`src/inc/cior_consts.vh`:
```
// How it works
// - command address 10000 or 10001 selects register
// - mode 00: sleep, bus wake ignored
// - mode 01: receive only, driver off
// - mode 10: sleep, wake to device or interrupt
// - mode 11: full transmit and receive
// - slew 00/11 fast, 01 medium, 10 slow
// - bit 3: three pulses or one pulse wake
// - fault bit 0: interrupt after five transmit pulses
// - fault bit 1: interrupt on first detection
// - first normal entry forces sleep with wake
// - pin 3: off, wake, high side twice
// - pin 2: off, wake, high side twice
// - pin 1: off, wake, low side, high side
// - pin 0: off, wake, low side, high side
// - reset clears whole pin register
`ifndef CIOR_CONSTS_VH
`define CIOR_CONSTS_VH

// ------------------------------------------------------------
// command word layout
// ------------------------------------------------------------
`define CIOR_KIND_HI        15
`define CIOR_KIND_LO        14
`define CIOR_ADDR_HI        13
`define CIOR_ADDR_LO        9
`define CIOR_CMD_WRITE      2'h1
`define CIOR_ADDR_CAN       5'h10
`define CIOR_ADDR_IO        5'h11

// ------------------------------------------------------------
// can control fields and reset values
// ------------------------------------------------------------
`define CIOR_MODE_HI        7
`define CIOR_MODE_LO        6
`define CIOR_SLEW_HI        5
`define CIOR_SLEW_LO        4
`define CIOR_WAKE_BIT       3
`define CIOR_FAULT_BIT      0
`define CIOR_CAN_MASK       8'hf9
`define CIOR_CAN_RESET      8'hc0
`define CIOR_IO_RESET       8'h00

// ------------------------------------------------------------
// mode and slew codes
// ------------------------------------------------------------
`define CIOR_MODE_SLEEP     2'h0
`define CIOR_MODE_RXONLY    2'h1
`define CIOR_MODE_WAKE      2'h2
`define CIOR_MODE_FULL      2'h3
`define CIOR_SLEW_FAST      2'h0
`define CIOR_SLEW_MEDIUM    2'h1
`define CIOR_SLEW_SLOW      2'h2

// ------------------------------------------------------------
// pulse counts
// ------------------------------------------------------------
`define CIOR_WAKE_MULTI     3'h3
`define CIOR_WAKE_SINGLE    3'h1
`define CIOR_FAULT_PULSES   3'h5

`endif

```
`src/verilog/cior_io_decode.v`:
```
`timescale 1ns/100ps
`default_nettype none

module cior_io_decode
(
    input  wire       core_clk,     // device clock
    input  wire       reset,        // async reset, high
    input  wire [7:0] ioField,      // pin control register
    input  wire [3:0] ioPin,        // raw pin levels
    output reg  [3:0] highSideOn_r, // high_side_driver enables
    output reg  [3:0] lowSideOn_r,  // low_side_driver enables
    output reg  [3:0] wakeEnable_r, // wake input enables
    output reg  [3:0] ioWake_r      // one-cycle wake per pin
);

    // returns {high, low, wake}; pins without a low side map 10 to high
    function [2:0] pinDecode;
        input [1:0] code;
        input       hasLow;
        begin
            case (code)
                2'h0:    pinDecode = 3'h0;
                2'h1:    pinDecode = 3'h1;
                2'h2:    pinDecode = hasLow ? 3'h2 : 3'h4;
                default: pinDecode = 3'h4;
            endcase
        end
    endfunction

    genvar i;
    generate
        for (i = 0; i < 4; i = i + 1)
        begin : gPin
            reg        s1_r;
            reg        s2_r;
            reg        s3_r;
            reg        stable_r;
            wire [2:0] dec;
            // pins 0 and 1 own a low side; 2 and 3 do not
            assign dec = pinDecode(ioField[2*i+1:2*i], (i < 2) ? 1'b1 : 1'b0);

            always @(posedge core_clk or posedge reset)
            begin
                if (reset)
                begin
                    s1_r            <= 1'b0;
                    s2_r            <= 1'b0;
                    s3_r            <= 1'b0;
                    stable_r        <= 1'b0;
                    highSideOn_r[i] <= 1'b0;
                    lowSideOn_r[i]  <= 1'b0;
                    wakeEnable_r[i] <= 1'b0;
                    ioWake_r[i]     <= 1'b0;
                end
                else
                begin
                    s1_r            <= ioPin[i];
                    s2_r            <= s1_r;
                    s3_r            <= s2_r;
                    highSideOn_r[i] <= dec[2];
                    lowSideOn_r[i]  <= dec[1];
                    wakeEnable_r[i] <= dec[0];
                    ioWake_r[i]     <= 1'b0;
                    // either transition wakes, only while wake is enabled
                    if (s2_r == s3_r && s3_r != stable_r)
                    begin
                        stable_r    <= s3_r;
                        ioWake_r[i] <= dec[0];
                    end
                end
            end
        end
    endgenerate

endmodule // cior_io_decode

`default_nettype wire

```
`src/verilog/cior_pulse_count.v`:
```
`timescale 1ns/100ps
`default_nettype none

module cior_pulse_count
(
    input  wire       core_clk,    // device clock
    input  wire       reset,       // async reset, high
    input  wire       pinIn,       // raw pin
    input  wire       activeLow,   // pin asserts low
    input  wire       enable,      // count only while high
    input  wire [2:0] target,      // pulses needed
    output reg        hit_r        // one-cycle pulse on target
);

    reg       sync1_r;
    reg       sync2_r;
    reg       sync3_r;
    reg       stable_r;
    reg [2:0] count_r;
    wire      level;

    // -------------------------------------------------------
    // three-stage synchroniser, level taken when stages 2 and 3 agree
    // -------------------------------------------------------
    always @(posedge core_clk or posedge reset)
    begin
        if (reset)
        begin
            sync1_r  <= 1'b0;
            sync2_r  <= 1'b0;
            sync3_r  <= 1'b0;
            stable_r <= 1'b0;
        end
        else
        begin
            sync1_r <= pinIn;
            sync2_r <= sync1_r;
            sync3_r <= sync2_r;
            if (sync2_r == sync3_r)
                stable_r <= sync3_r;
        end
    end

    assign level = (sync2_r == sync3_r) ? (sync3_r ^ activeLow) : (stable_r ^ activeLow);

    // -------------------------------------------------------
    // count asserting edges; disable clears partial progress
    // -------------------------------------------------------
    always @(posedge core_clk or posedge reset)
    begin
        if (reset)
        begin
            count_r <= 3'h0;
            hit_r   <= 1'b0;
        end
        else
        begin
            hit_r <= 1'b0;
            if (!enable)
                count_r <= 3'h0;
            else if (level && !(stable_r ^ activeLow))
            begin
                if (count_r + 3'h1 >= target)
                begin
                    count_r <= 3'h0;
                    hit_r   <= 1'b1;
                end
                else
                    count_r <= count_r + 3'h1;
            end
        end
    end

endmodule // cior_pulse_count

`default_nettype wire

```
`src/verilog/cior_regs.v`:
```
`timescale 1ns/100ps
`default_nettype none
`include "cior_consts.vh"

module cior_regs
(
    input  wire        core_clk,        // 125 MHz device clock
    input  wire        reset,           // power-on reset, async, high
    // command port from the serial front end
    input  wire        cmdValid,        // one-cycle command strobe
    input  wire [15:0] cmdWord,         // kind, address, parity, data
    output reg         readValid_r,     // one-cycle readback strobe
    output reg  [7:0]  readData_r,      // register content
    // device state
    input  wire        devNormal,       // device in normal mode
    input  wire        devLowPower,     // device in low_power mode
    // can pins
    input  wire        canBusDominant,  // bus dominant, high active
    input  wire        transmitInput,   // transmit_input pin, low dominant
    input  wire        busFaultPin,     // bus failure detector
    // can controls
    output reg         canRxEnable_r,   // receiver on
    output reg         canTxEnable_r,   // transmit driver on
    output reg         canSleep_r,      // interface asleep
    output reg         canWakeEnable_r, // bus wake armed
    output reg  [1:0]  canSlew_r,       // fast, medium or slow
    output reg         canDevWake_r,    // wake pulse in low_power
    output reg         canWakeInt_r,    // wake interrupt pulse
    output reg         busFailInt_r,    // bus failure interrupt pulse
    // io pins
    input  wire [3:0]  ioPin,           // raw pin levels
    output wire [3:0]  highSideOn,      // high_side_driver enables
    output wire [3:0]  lowSideOn,       // low_side_driver enables
    output wire [3:0]  ioWakeEnable,    // wake input enables
    output wire [3:0]  ioWake           // wake pulse per pin
);

    // --------------------------------------------------------
    // register storage
    // --------------------------------------------------------
    reg  [7:0] canCtrl_r;
    reg  [7:0] ioCtrl_r;
    reg        normalSeen_r;
    reg        firstStay_r;
    reg        prevNormal_r;
    reg        faultSync1_r;
    reg        faultSync2_r;
    reg        faultSync3_r;
    reg        faultStable_r;
    reg        faultRaised_r;

    wire [4:0] cmdAddr;
    wire       cmdWrite;
    wire       hitCan;
    wire       hitIo;
    wire [1:0] modeField;
    wire [1:0] effMode;
    wire       wakeSingle;
    wire       faultEarly;
    wire       wakeHit;
    wire       faultHit;
    wire       normalRise;
    wire       faultNow;
    wire       faultRise;

    // --------------------------------------------------------
    // command decode
    // --------------------------------------------------------
    assign cmdAddr  = cmdWord[`CIOR_ADDR_HI:`CIOR_ADDR_LO];
    assign cmdWrite = cmdWord[`CIOR_KIND_HI:`CIOR_KIND_LO] == `CIOR_CMD_WRITE;
    assign hitCan   = cmdValid && (cmdAddr == `CIOR_ADDR_CAN);
    assign hitIo    = cmdValid && (cmdAddr == `CIOR_ADDR_IO);

    // --------------------------------------------------------
    // writable registers
    // --------------------------------------------------------
    // unused can bits are masked on the way in so they never read back
    always @(posedge core_clk or posedge reset)
    begin
        if (reset)
        begin
            canCtrl_r <= `CIOR_CAN_RESET;
            ioCtrl_r  <= `CIOR_IO_RESET;
        end
        else
        begin
            if (hitCan && cmdWrite)
                canCtrl_r <= cmdWord[7:0] & `CIOR_CAN_MASK;
            if (hitIo && cmdWrite)
                ioCtrl_r <= cmdWord[7:0];
        end
    end

    // --------------------------------------------------------
    // readback
    // --------------------------------------------------------
    // any command to a known address answers with the content it
    // held before that command, one cycle later
    always @(posedge core_clk or posedge reset)
    begin
        if (reset)
        begin
            readValid_r <= 1'b0;
            readData_r  <= 8'h00;
        end
        else
        begin
            readValid_r <= hitCan || hitIo;
            if (hitCan)
                readData_r <= canCtrl_r & `CIOR_CAN_MASK;
            else if (hitIo)
                readData_r <= ioCtrl_r;
        end
    end

    // --------------------------------------------------------
    // first entry into normal mode
    // --------------------------------------------------------
    assign normalRise = devNormal && !prevNormal_r;

    // the override holds for the whole first stay in normal mode and
    // is dropped for good when the device leaves it
    always @(posedge core_clk or posedge reset)
    begin
        if (reset)
        begin
            prevNormal_r <= 1'b0;
            normalSeen_r <= 1'b0;
            firstStay_r  <= 1'b0;
        end
        else
        begin
            prevNormal_r <= devNormal;
            if (normalRise && !normalSeen_r)
            begin
                normalSeen_r <= 1'b1;
                firstStay_r  <= 1'b1;
            end
            else if (!devNormal)
                firstStay_r <= 1'b0;
        end
    end

    // --------------------------------------------------------
    // effective can settings
    // --------------------------------------------------------
    assign modeField  = canCtrl_r[`CIOR_MODE_HI:`CIOR_MODE_LO];
    assign effMode    = (firstStay_r || (normalRise && !normalSeen_r)) ?
                        `CIOR_MODE_WAKE : modeField;
    assign wakeSingle = canCtrl_r[`CIOR_WAKE_BIT];
    assign faultEarly = canCtrl_r[`CIOR_FAULT_BIT];

    // slew decode; 11 folds onto fast
    function [1:0] slewDecode;
        input [1:0] code;
        begin
            case (code)
                2'h1:    slewDecode = `CIOR_SLEW_MEDIUM;
                2'h2:    slewDecode = `CIOR_SLEW_SLOW;
                default: slewDecode = `CIOR_SLEW_FAST;
            endcase
        end
    endfunction

    // --------------------------------------------------------
    // can interface controls
    // --------------------------------------------------------
    always @(posedge core_clk or posedge reset)
    begin
        if (reset)
        begin
            canRxEnable_r   <= 1'b1;
            canTxEnable_r   <= 1'b1;
            canSleep_r      <= 1'b0;
            canWakeEnable_r <= 1'b0;
            canSlew_r       <= `CIOR_SLEW_FAST;
        end
        else
        begin
            canSlew_r <= slewDecode(canCtrl_r[`CIOR_SLEW_HI:`CIOR_SLEW_LO]);
            case (effMode)
                `CIOR_MODE_SLEEP:
                begin
                    canRxEnable_r   <= 1'b0;
                    canTxEnable_r   <= 1'b0;
                    canSleep_r      <= 1'b1;
                    canWakeEnable_r <= 1'b0;
                end
                `CIOR_MODE_RXONLY:
                begin
                    canRxEnable_r   <= 1'b1;
                    canTxEnable_r   <= 1'b0;
                    canSleep_r      <= 1'b0;
                    canWakeEnable_r <= 1'b0;
                end
                `CIOR_MODE_WAKE:
                begin
                    canRxEnable_r   <= 1'b0;
                    canTxEnable_r   <= 1'b0;
                    canSleep_r      <= 1'b1;
                    canWakeEnable_r <= 1'b1;
                end
                default:
                begin
                    canRxEnable_r   <= 1'b1;
                    canTxEnable_r   <= 1'b1;
                    canSleep_r      <= 1'b0;
                    canWakeEnable_r <= 1'b0;
                end
            endcase
        end
    end

    // --------------------------------------------------------
    // bus wake detection
    // --------------------------------------------------------
    // counter runs only while wake is armed, so mode 00 never wakes
    cior_pulse_count uWake
    (
        .core_clk  (core_clk),
        .reset     (reset),
        .pinIn     (canBusDominant),
        .activeLow (1'b0),
        .enable    (canWakeEnable_r),
        .target    (wakeSingle ? `CIOR_WAKE_SINGLE : `CIOR_WAKE_MULTI),
        .hit_r     (wakeHit)
    );

    // route a wake by the device state at the moment it is seen
    always @(posedge core_clk or posedge reset)
    begin
        if (reset)
        begin
            canDevWake_r <= 1'b0;
            canWakeInt_r <= 1'b0;
        end
        else
        begin
            canDevWake_r <= wakeHit && devLowPower;
            canWakeInt_r <= wakeHit && devNormal;
        end
    end

    // --------------------------------------------------------
    // bus failure detection
    // --------------------------------------------------------
    // detector output is asynchronous, three stages and agreement
    always @(posedge core_clk or posedge reset)
    begin
        if (reset)
        begin
            faultSync1_r  <= 1'b0;
            faultSync2_r  <= 1'b0;
            faultSync3_r  <= 1'b0;
            faultStable_r <= 1'b0;
        end
        else
        begin
            faultSync1_r <= busFaultPin;
            faultSync2_r <= faultSync1_r;
            faultSync3_r <= faultSync2_r;
            if (faultSync2_r == faultSync3_r)
                faultStable_r <= faultSync3_r;
        end
    end

    assign faultNow  = (faultSync2_r == faultSync3_r) ? faultSync3_r : faultStable_r;
    assign faultRise = faultNow && !faultStable_r;

    // identification waits for dominant pulses on the transmit input
    cior_pulse_count uFault
    (
        .core_clk  (core_clk),
        .reset     (reset),
        .pinIn     (transmitInput),
        .activeLow (1'b1),
        .enable    (faultStable_r && !faultRaised_r),
        .target    (`CIOR_FAULT_PULSES),
        .hit_r     (faultHit)
    );

    // one interrupt per failure episode; a new episode needs the
    // failure to clear first, which avoids a stream of interrupts
    always @(posedge core_clk or posedge reset)
    begin
        if (reset)
        begin
            busFailInt_r  <= 1'b0;
            faultRaised_r <= 1'b0;
        end
        else
        begin
            busFailInt_r <= 1'b0;
            if (!faultRaised_r && faultEarly && faultRise)
            begin
                busFailInt_r  <= 1'b1;
                faultRaised_r <= 1'b1;
            end
            else if (!faultRaised_r && !faultEarly && faultHit)
            begin
                busFailInt_r  <= 1'b1;
                faultRaised_r <= 1'b1;
            end
            else if (!faultStable_r && !faultNow)
                faultRaised_r <= 1'b0;
        end
    end

    // --------------------------------------------------------
    // io pin configuration
    // --------------------------------------------------------
    cior_io_decode uIo
    (
        .core_clk     (core_clk),
        .reset        (reset),
        .ioField      (ioCtrl_r),
        .ioPin        (ioPin),
        .highSideOn_r (highSideOn),
        .lowSideOn_r  (lowSideOn),
        .wakeEnable_r (ioWakeEnable),
        .ioWake_r     (ioWake)
    );

endmodule // cior_regs

`default_nettype wire
```
`config.mk`:
```
export PLATFORM = sky130hd
export DESIGN_NAME = cior_regs
export DESIGN_NICKNAME = d
export VERILOG_FILES = /design/src/verilog/cior_io_decode.v /design/src/verilog/cior_pulse_count.v /design/src/verilog/cior_regs.v
export VERILOG_INCLUDE_DIRS = /design/src /design/src/inc
export SDC_FILE = /design/constraint.sdc
export NUM_CORES = 1
export LEC_CHECK = 0
export ABC_CLOCK_PERIOD_IN_PS = 3500
export BUFFER_PORTS_ARGS = -buffer_cell sky130_fd_sc_hd__buf_2
export CAP_MARGIN = 10
export CORE_MARGIN = 5
export CORE_UTILIZATION = 54
export CTS_CLUSTER_SIZE = 10
export DETAILED_ROUTE_END_ITERATION = 12
export GPL_TIMING_DRIVEN = 0
export PLACE_DENSITY_LB_ADDON = 0.25
export SYNTH_ARGS = -nofsm -noshare
export SYNTH_HDL_FRONTEND = slang
export SYNTH_SLANG_ARGS = --single-unit
```
`constraint.sdc`:
```
create_clock -name core_clk -period 3.5 [get_ports core_clk]
set_clock_uncertainty 0.05 [all_clocks]
set_input_delay 0.525 -clock core_clk [delete_from_list [all_inputs] [get_ports core_clk]]
set_output_delay 0.525 -clock core_clk [all_outputs]
set_load 0.02 [all_outputs]
```
# [Word level (Yosys, flattened, before mapping)]
# Cells that the tools add are included.
[totals] ff_bits=88 input_bits=28 output_inout_bits=34 elab_cells=175
[op_classes] n_addsub=2 n_lt_le_gt_ge=2 eq_ne=27 n_mux=39 bitwise=2 reduce_logical=39
[op_table] cell="$mux W1" n=24
[op_table] cell="$logic_and A1 B1 Y1" n=21
[op_table] cell="$mux W3" n=6
[op_table] cell="$pmux W3 S3" n=2
[op_table] cell="$mux W8" n=2
[op_table] cell="$eq A2 B1 Y1 const B" n=7
[op_table] cell="$pmux W3 S2" n=2
[op_table] cell="$eq A5 B5 Y1 const B" n=2
[op_table] cell="$logic_not A2 Y1" n=5
[op_table] cell="$eq A2 B2 Y1 const B" n=4
[op_table] cell="$eq A1 B1 Y1" n=7
[op_table] cell="$logic_not A1 Y1" n=7
[op_table] cell="$add A3 B1 Y3 const B" n=2
[op_table] cell="$mux W2" n=2
[op_table] cell="$ne A1 B1 Y1" n=4
[op_table] cell="$ne A2 B1 Y1 const B" n=2
[op_table] cell="$pmux W2 S2" n=1
[op_table] cell="$ge A3 B2 Y1" n=1
[op_table] cell="$ge A3 B3 Y1 const B" n=1
[op_table] cell="$reduce_bool A3 Y1" n=1
[op_table] cell="$reduce_or A3 Y1" n=1
[op_table] cell="$logic_or A1 B1 Y1" n=2
[op_table] cell="$ne A2 B2 Y1 const B" n=1
[op_table] cell="$not A1 Y1" n=2
[op_table] cell="other kinds (2)" n=2

# [Longest topological paths before layout]
[logic_depth] ltp_word=8 ltp_mapped=5 mapped_depth_nobuf=5

# [Cells and area by module]
# From an unflattened synthesis, not the netlist that was laid out.
[unflattened] hier_cells=255 area_unflattened_um2=3452.1
[modules_own_cells] mod="cior_regs" instances=1 cells_each=117 area_each_um2=1572.8 seq_area_each_um2=1006.0
[modules_own_cells] mod="cior_io_decode" instances=1 cells_each=60 area_each_um2=965.9 seq_area_each_um2=750.7
[modules_own_cells] mod="cior_pulse_count" instances=2 cells_each=39 area_each_um2=456.7 seq_area_each_um2=200.2

# [Worst setup path after synthesis]
# OpenSTA, ideal clock, no wires.
[synth_path] kind="input to register" from="input cmdWord[10]" to="register ioCtrl_r[0]" setup_time_ns=0.125 t_arrival_ns=1.387 required_time_ns=3.325 slack_ns=1.938 cell_stages=3 n_path_buf=0 cell_sequence="nor4b_4 nand4_2 mux2_2"
[synth_between] elab_chain_cells=3
[synth_lines] item="from (decl)" line_no="cior_regs.v:11" text="input wire [15:0] cmdWord,"
[synth_lines] item="$eq A5 B5 Y1 (no source line)"
[synth_lines] item="$logic_and A1 B1 Y1" line_no="cior_regs.v:72" text="assign hitIo = cmdValid && (cmdAddr == `CIOR_ADDR_IO);"
[synth_lines] item="$logic_and A1 B1 Y1" line_no="cior_regs.v:89" text="if (hitIo && cmdWrite)"
[synth_lines] item="to (signal assigned)" line_no="cior_regs.v:83" text="ioCtrl_r <= `CIOR_IO_RESET;"
[synth_lines] item="to (signal assigned)" line_no="cior_regs.v:90" text="ioCtrl_r <= cmdWord[7:0];"
[synth_lines] item="to (decl)" line_no="cior_regs.v:42" text="reg [7:0] ioCtrl_r;"
# No other way between the ends.
# A chain may end at the register's enable or synchronous reset.

# [Worst setup path in the final report]
[layout_path] from="register uWake.count_r[0]" to="register uWake.hit_r"
[layout_between] elab_chain_cells=5
[layout_lines] item="from (decl)" line_no="cior_pulse_count.v:19" text="reg [2:0] count_r;"
[layout_lines] item="from (signal assigned)" line_no="cior_pulse_count.v:69" text="count_r <= count_r + 3'h1;"
[layout_lines] item="$add A3 B1 Y3" line_no="cior_pulse_count.v:63" text="if (count_r + 3'h1 >= target)"
[layout_lines] item="$ge A3 B2 Y1" line_no="cior_pulse_count.v:63"
[layout_lines] item="$mux W1" line_no="cior_pulse_count.v:63"
[layout_lines] item="$mux W1" line_no="cior_pulse_count.v:61" text="else if (level && !(stable_r ^ activeLow))"
[layout_lines] item="$mux W1" line_no="cior_pulse_count.v:59" text="if (!enable)"
[layout_lines] item="to (signal assigned)" line_no="cior_pulse_count.v:54" text="hit_r <= 1'b0;"
[layout_lines] item="to (signal assigned)" line_no="cior_pulse_count.v:58" text="hit_r <= 1'b0;"
[layout_lines] item="to (signal assigned)" line_no="cior_pulse_count.v:66" text="hit_r <= 1'b1;"
[layout_lines] item="to (decl)" line_no="cior_pulse_count.v:12" text="output reg hit_r"
# No other way between the ends.

==> summary.md <==
| Metric | Value |
|---|---|
| Outcome | `finished clean` |
| Starting Density | `54.7%` |
| Initial antenna violation count | `0` |
| Reg2reg setup slack | `1.86 ns` |
| Drt drc | `0` |
| Switching Share | `23.6%` |
| Most instantiated cells after synthesis | `82 x dfrtp_1, 20 x mux2_2, 16 x nand2_1` |
| PwrDens | `537 nW/um^2` |
| Met1 usage | `20.7%` |
| Number of port buffers | `57` |
| Worst-path fanout max | `3` |
| Setup CP Type | `flop to flop` |
| Reg2reg end | `uWake.hit_r` |
| Die width | `86.8 um` |
| Buffer count from post-CTS setup fixing | `0` |
| Pre-antenna DRT Iters | `4` |
| Fmax | `610 MHz` |
| Biggest area consumer among synthesized cells | `dfrtp_1` |
| Final Max Slew Viols | `0` |
| Cts repair resizes | `0` |
| Share of the synthesized area in the top cell type | `64.5%` |
| Maximum VDD drop | `0.000389 V` |
| Drt first-iter violations | `44` |
| Met2 Track Usage GR | `26.6%` |
| WL/cell | `14.4 um` |
| Placed Cells | `367` |
| Hold crit path type | `input port to async pin` |
| Total power | `2.04 mW` |
| FF-to-FF Start | `uWake.count_r[0]` |
| Critical path's slowest cell | `dfrtp_1` |
| I/O pins | `62` |
| Psw | `0.482 mW` |
| CTS tree | `yes` |
| Clk slew on worst S/H paths | `0.08 ns` |
| Reg2Reg Depth | `4` |
| YS warnings | `0` |
| Site Rows | `28` |
| Seq/Total Area, Yosys | `67.8%` |
| First-pass GRT wire length | `9.35 mm` |
| Syn Area/Cell | `13.7 um^2` |
| Synth Cell Area | `3180 um^2` |
| Hpwl dp | `3.98 mm` |
| Post-synth cell types | `39` |
| Core area | `5820 um^2` |
| Final Hold Fails | `0` |
| Cell with the most instances on the worst path | `ha_1` |
| Top-count cell post-synth | `dfrtp_1` |
| Routed vias | `1920` |
| CP Data Arrival Time | `1.81 ns` |
| # nets final | `335` |
| ANT nets after route | `0` |
| CP Launch Type | `flop` |
| Critical Path Sink Type | `flop` |
| Tot GR Track Use | `16.3%` |
| Sequential Power Share | `54.3%` |
| Dpl ws | `1.56 ns` |
| Number of flops mapped to enable cells by yosys | `0` |
| Layout area overhead | `19.3%` |
| Filler cells | `448` |
| # diodes | `0` |
| Full die area | `7530 um^2` |
| CTS Hold Buffers Added | `0` |
| RePlAce Congestion | `0.715` |
| GRT overflow | `0` |
| Die height | `86.8 um` |
| Cell breakdown of the critical path | `ha_1 -> ha_1 -> a211o_1 -> and3_1` |
| H-Tree Depth | `3` |
| Cells after Synth | `233` |
| Pin count of the biggest net entering global routing | `55` |
| Fin cells | `383` |
| MaxCap Viol Count | `0` |
| CTS Root Cell | `clkbuf_8` |
| Vias in the first global route | `1996` |
| Crit share post-route | `46.9%` |
| Final core utilization | `65.3%` |
| Final setup vio count | `0` |
| Hold_ws | `0.132 ns` |
| TritonCTS Sinks | `86` |
| Clock network fraction of design power | `35.4%` |
| Max Root-Sink Buffers | `2` |
| Post-route setup slack | `1.86 ns` |
| Lkg Pwr | `1.94 nW` |
| Synth top area cells | `dfrtp_1 64%, mux2_2 7.1%, dfstp_2 3.3%` |
| RSZ-0062 raised after global routing | `false` |
| Share of layout cells above drive strength 1 | `33.1%` |
| Clock latency on the worst-skew pair | `0.34 ns` |
| Asr flop ratio synth | `100%` |
| CTS buffer count | `9` |
| Combinational fraction of design power | `10.3%` |
| WP data required | `3.67 ns` |
| GRT met3 Usage | `3.42%` |
| Flops & latches, synth | `86` |
| Total wire length | `5.53 mm` |
| Top Usage Layer GRT | `met2` |
| Minimum clock period after layout | `1.64 ns` |
| Internal | `1.56 mW` |
| Worst path max stage delay | `0.40 ns` |
| Vias/cell | `5.01` |
| Most used DFF post-synth | `dfrtp_1` |
[final cells by class]
| type | count | area [um^2] | share of cell area [%] |
|---|---|---|---|
| plain buffers | 6 | 31.3 | 0.824 |
| clock buffers | 14 | 143 | 3.76 |
| clock inverters | 2 | 60.1 | 1.58 |
| inverters | 9 | 36.3 | 0.956 |
| multi-input cells | 133 | 963 | 25.4 |
| flip-flops and latches | 86 | 2160 | 56.8 |
| well taps | 75 | 93.8 | 2.47 |
| repair buffers | 58 | 313 | 8.24 |
[power by group through the flow]
| stage | combinational (mW) | clock [mW] | sequential (mW) |
|---|---|---|---|
| 4_1_cts | 0.216 | 0.736 | 1.11 |
| 6_report | 0.211 | 0.721 | 1.11 |
| 5_1_grt | 0.233 | 0.779 | 1.12 |
| 3_3_place_gp | 0.205 | 0 | 1.12 |
| 3_5_place_dp | 0.215 | 0 | 1.13 |
| 2_1_floorplan | 0.0937 | 0 | 1.16 |
[flip-flops by register name, indices dropped and copies added, names as in the netlist, 2 cells and up]
register and count:
ioCtrl_r 8, readData_r 8, canCtrl_r 6, uIo.gPin.s1_r 4, uIo.gPin.s2_r 4, uIo.gPin.s3_r 4, uIo.gPin.stable_r 4, uIo.highSideOn_r 4
uIo.ioWake_r 4, uIo.wakeEnable_r 4, uFault.count_r 3, uWake.count_r 3, canSlew_r 2, uIo.lowSideOn_r 2
[cells in the final DEF, fill, tap and decap left out, types with 2 or more instances in the layout]
cell	netlist	layout
buf_4	2	2
bufinv_16	0	2
mux2_2	20	20
clkbuf_8	0	9
nor3b_1	2	2
inv_1	9	8
mux2i_1	2	2
dfstp_2	4	4
o21ai_0	10	10
o21a_1	2	2
a21o_1	2	2
clkbuf_1	3	8
nand3b_1	5	5
nand4b_1	2	2
a21oi_1	7	7
dfrtp_1	82	82
nand3_1	6	6
nand2b_1	2	2
nor2_1	8	8
and2_1	5	5
nor2b_1	14	14
and3_1	3	3
conb_1	1	2
nand2_1	16	16
ha_1	4	4
buf_2	1	58
maj3_1	4	4
a21boi_0	4	4
[worst max path at each step]
stage	start	to	slack, ns	cells after the start
floorplan	reset	busFailInt_r	0.71	1
global placement	reset	uIo.gPin[2].stable_r	-0.19	2
detailed placement	cmdWord[10]	ioCtrl_r[4]	1.56	4
CTS	uWake.count_r[0]	uWake.hit_r	1.85	4
global route	uWake.count_r[0]	uWake.hit_r	1.80	4
finish	uWake.count_r[0]	uWake.hit_r	1.86	4
[stage by stage]
step	instance area [um^2]	TNS [ns]
2_1_floorplan	3190	0
3_3_place_gp	3560	-15.70
3_5_place_dp	3590	0
4_1_cts	3800	0
5_1_grt	3800	0
6_report	3800	0
[metal layers]
| metal | vias to the layer above | share of wire (%) |
|---|---|---|
| li1 | 929 | - |
| met1 | 938 | 43 |
| met2 | 43 | 51 |
| met3 | 10 | 4.9 |
| met4 | 0 | 1.5 |
| met5 | - | 0 |
[kinds of logic (layout without fill, tap and decap cells)]
family / after synthesis / count (layout) / share of synthesized area (%)
mux: 22 / 22 / 7.71
simple gates: 72 / 72 / 13.9
xor+xnor: 2 / 2 / 0.551
fa+ha+maj: 8 / 8 / 2.83
compound gates: 27 / 27 / 5.07
buf+inv: 15 / 89 / 2.04
flops: 86 / 86 / 67.8
other cells: 1 / 2 / 0.118
[critical path, delay by kind of cell (launching register included)]
family	cells	cell delay, ns
adders and majority gates	2	0.60
DFF	1	0.40
AOI/OAI and AO/OA	1	0.29
and+or+nand+nor	1	0.19
No activity file was read; power rests on OpenSTA's default activity.
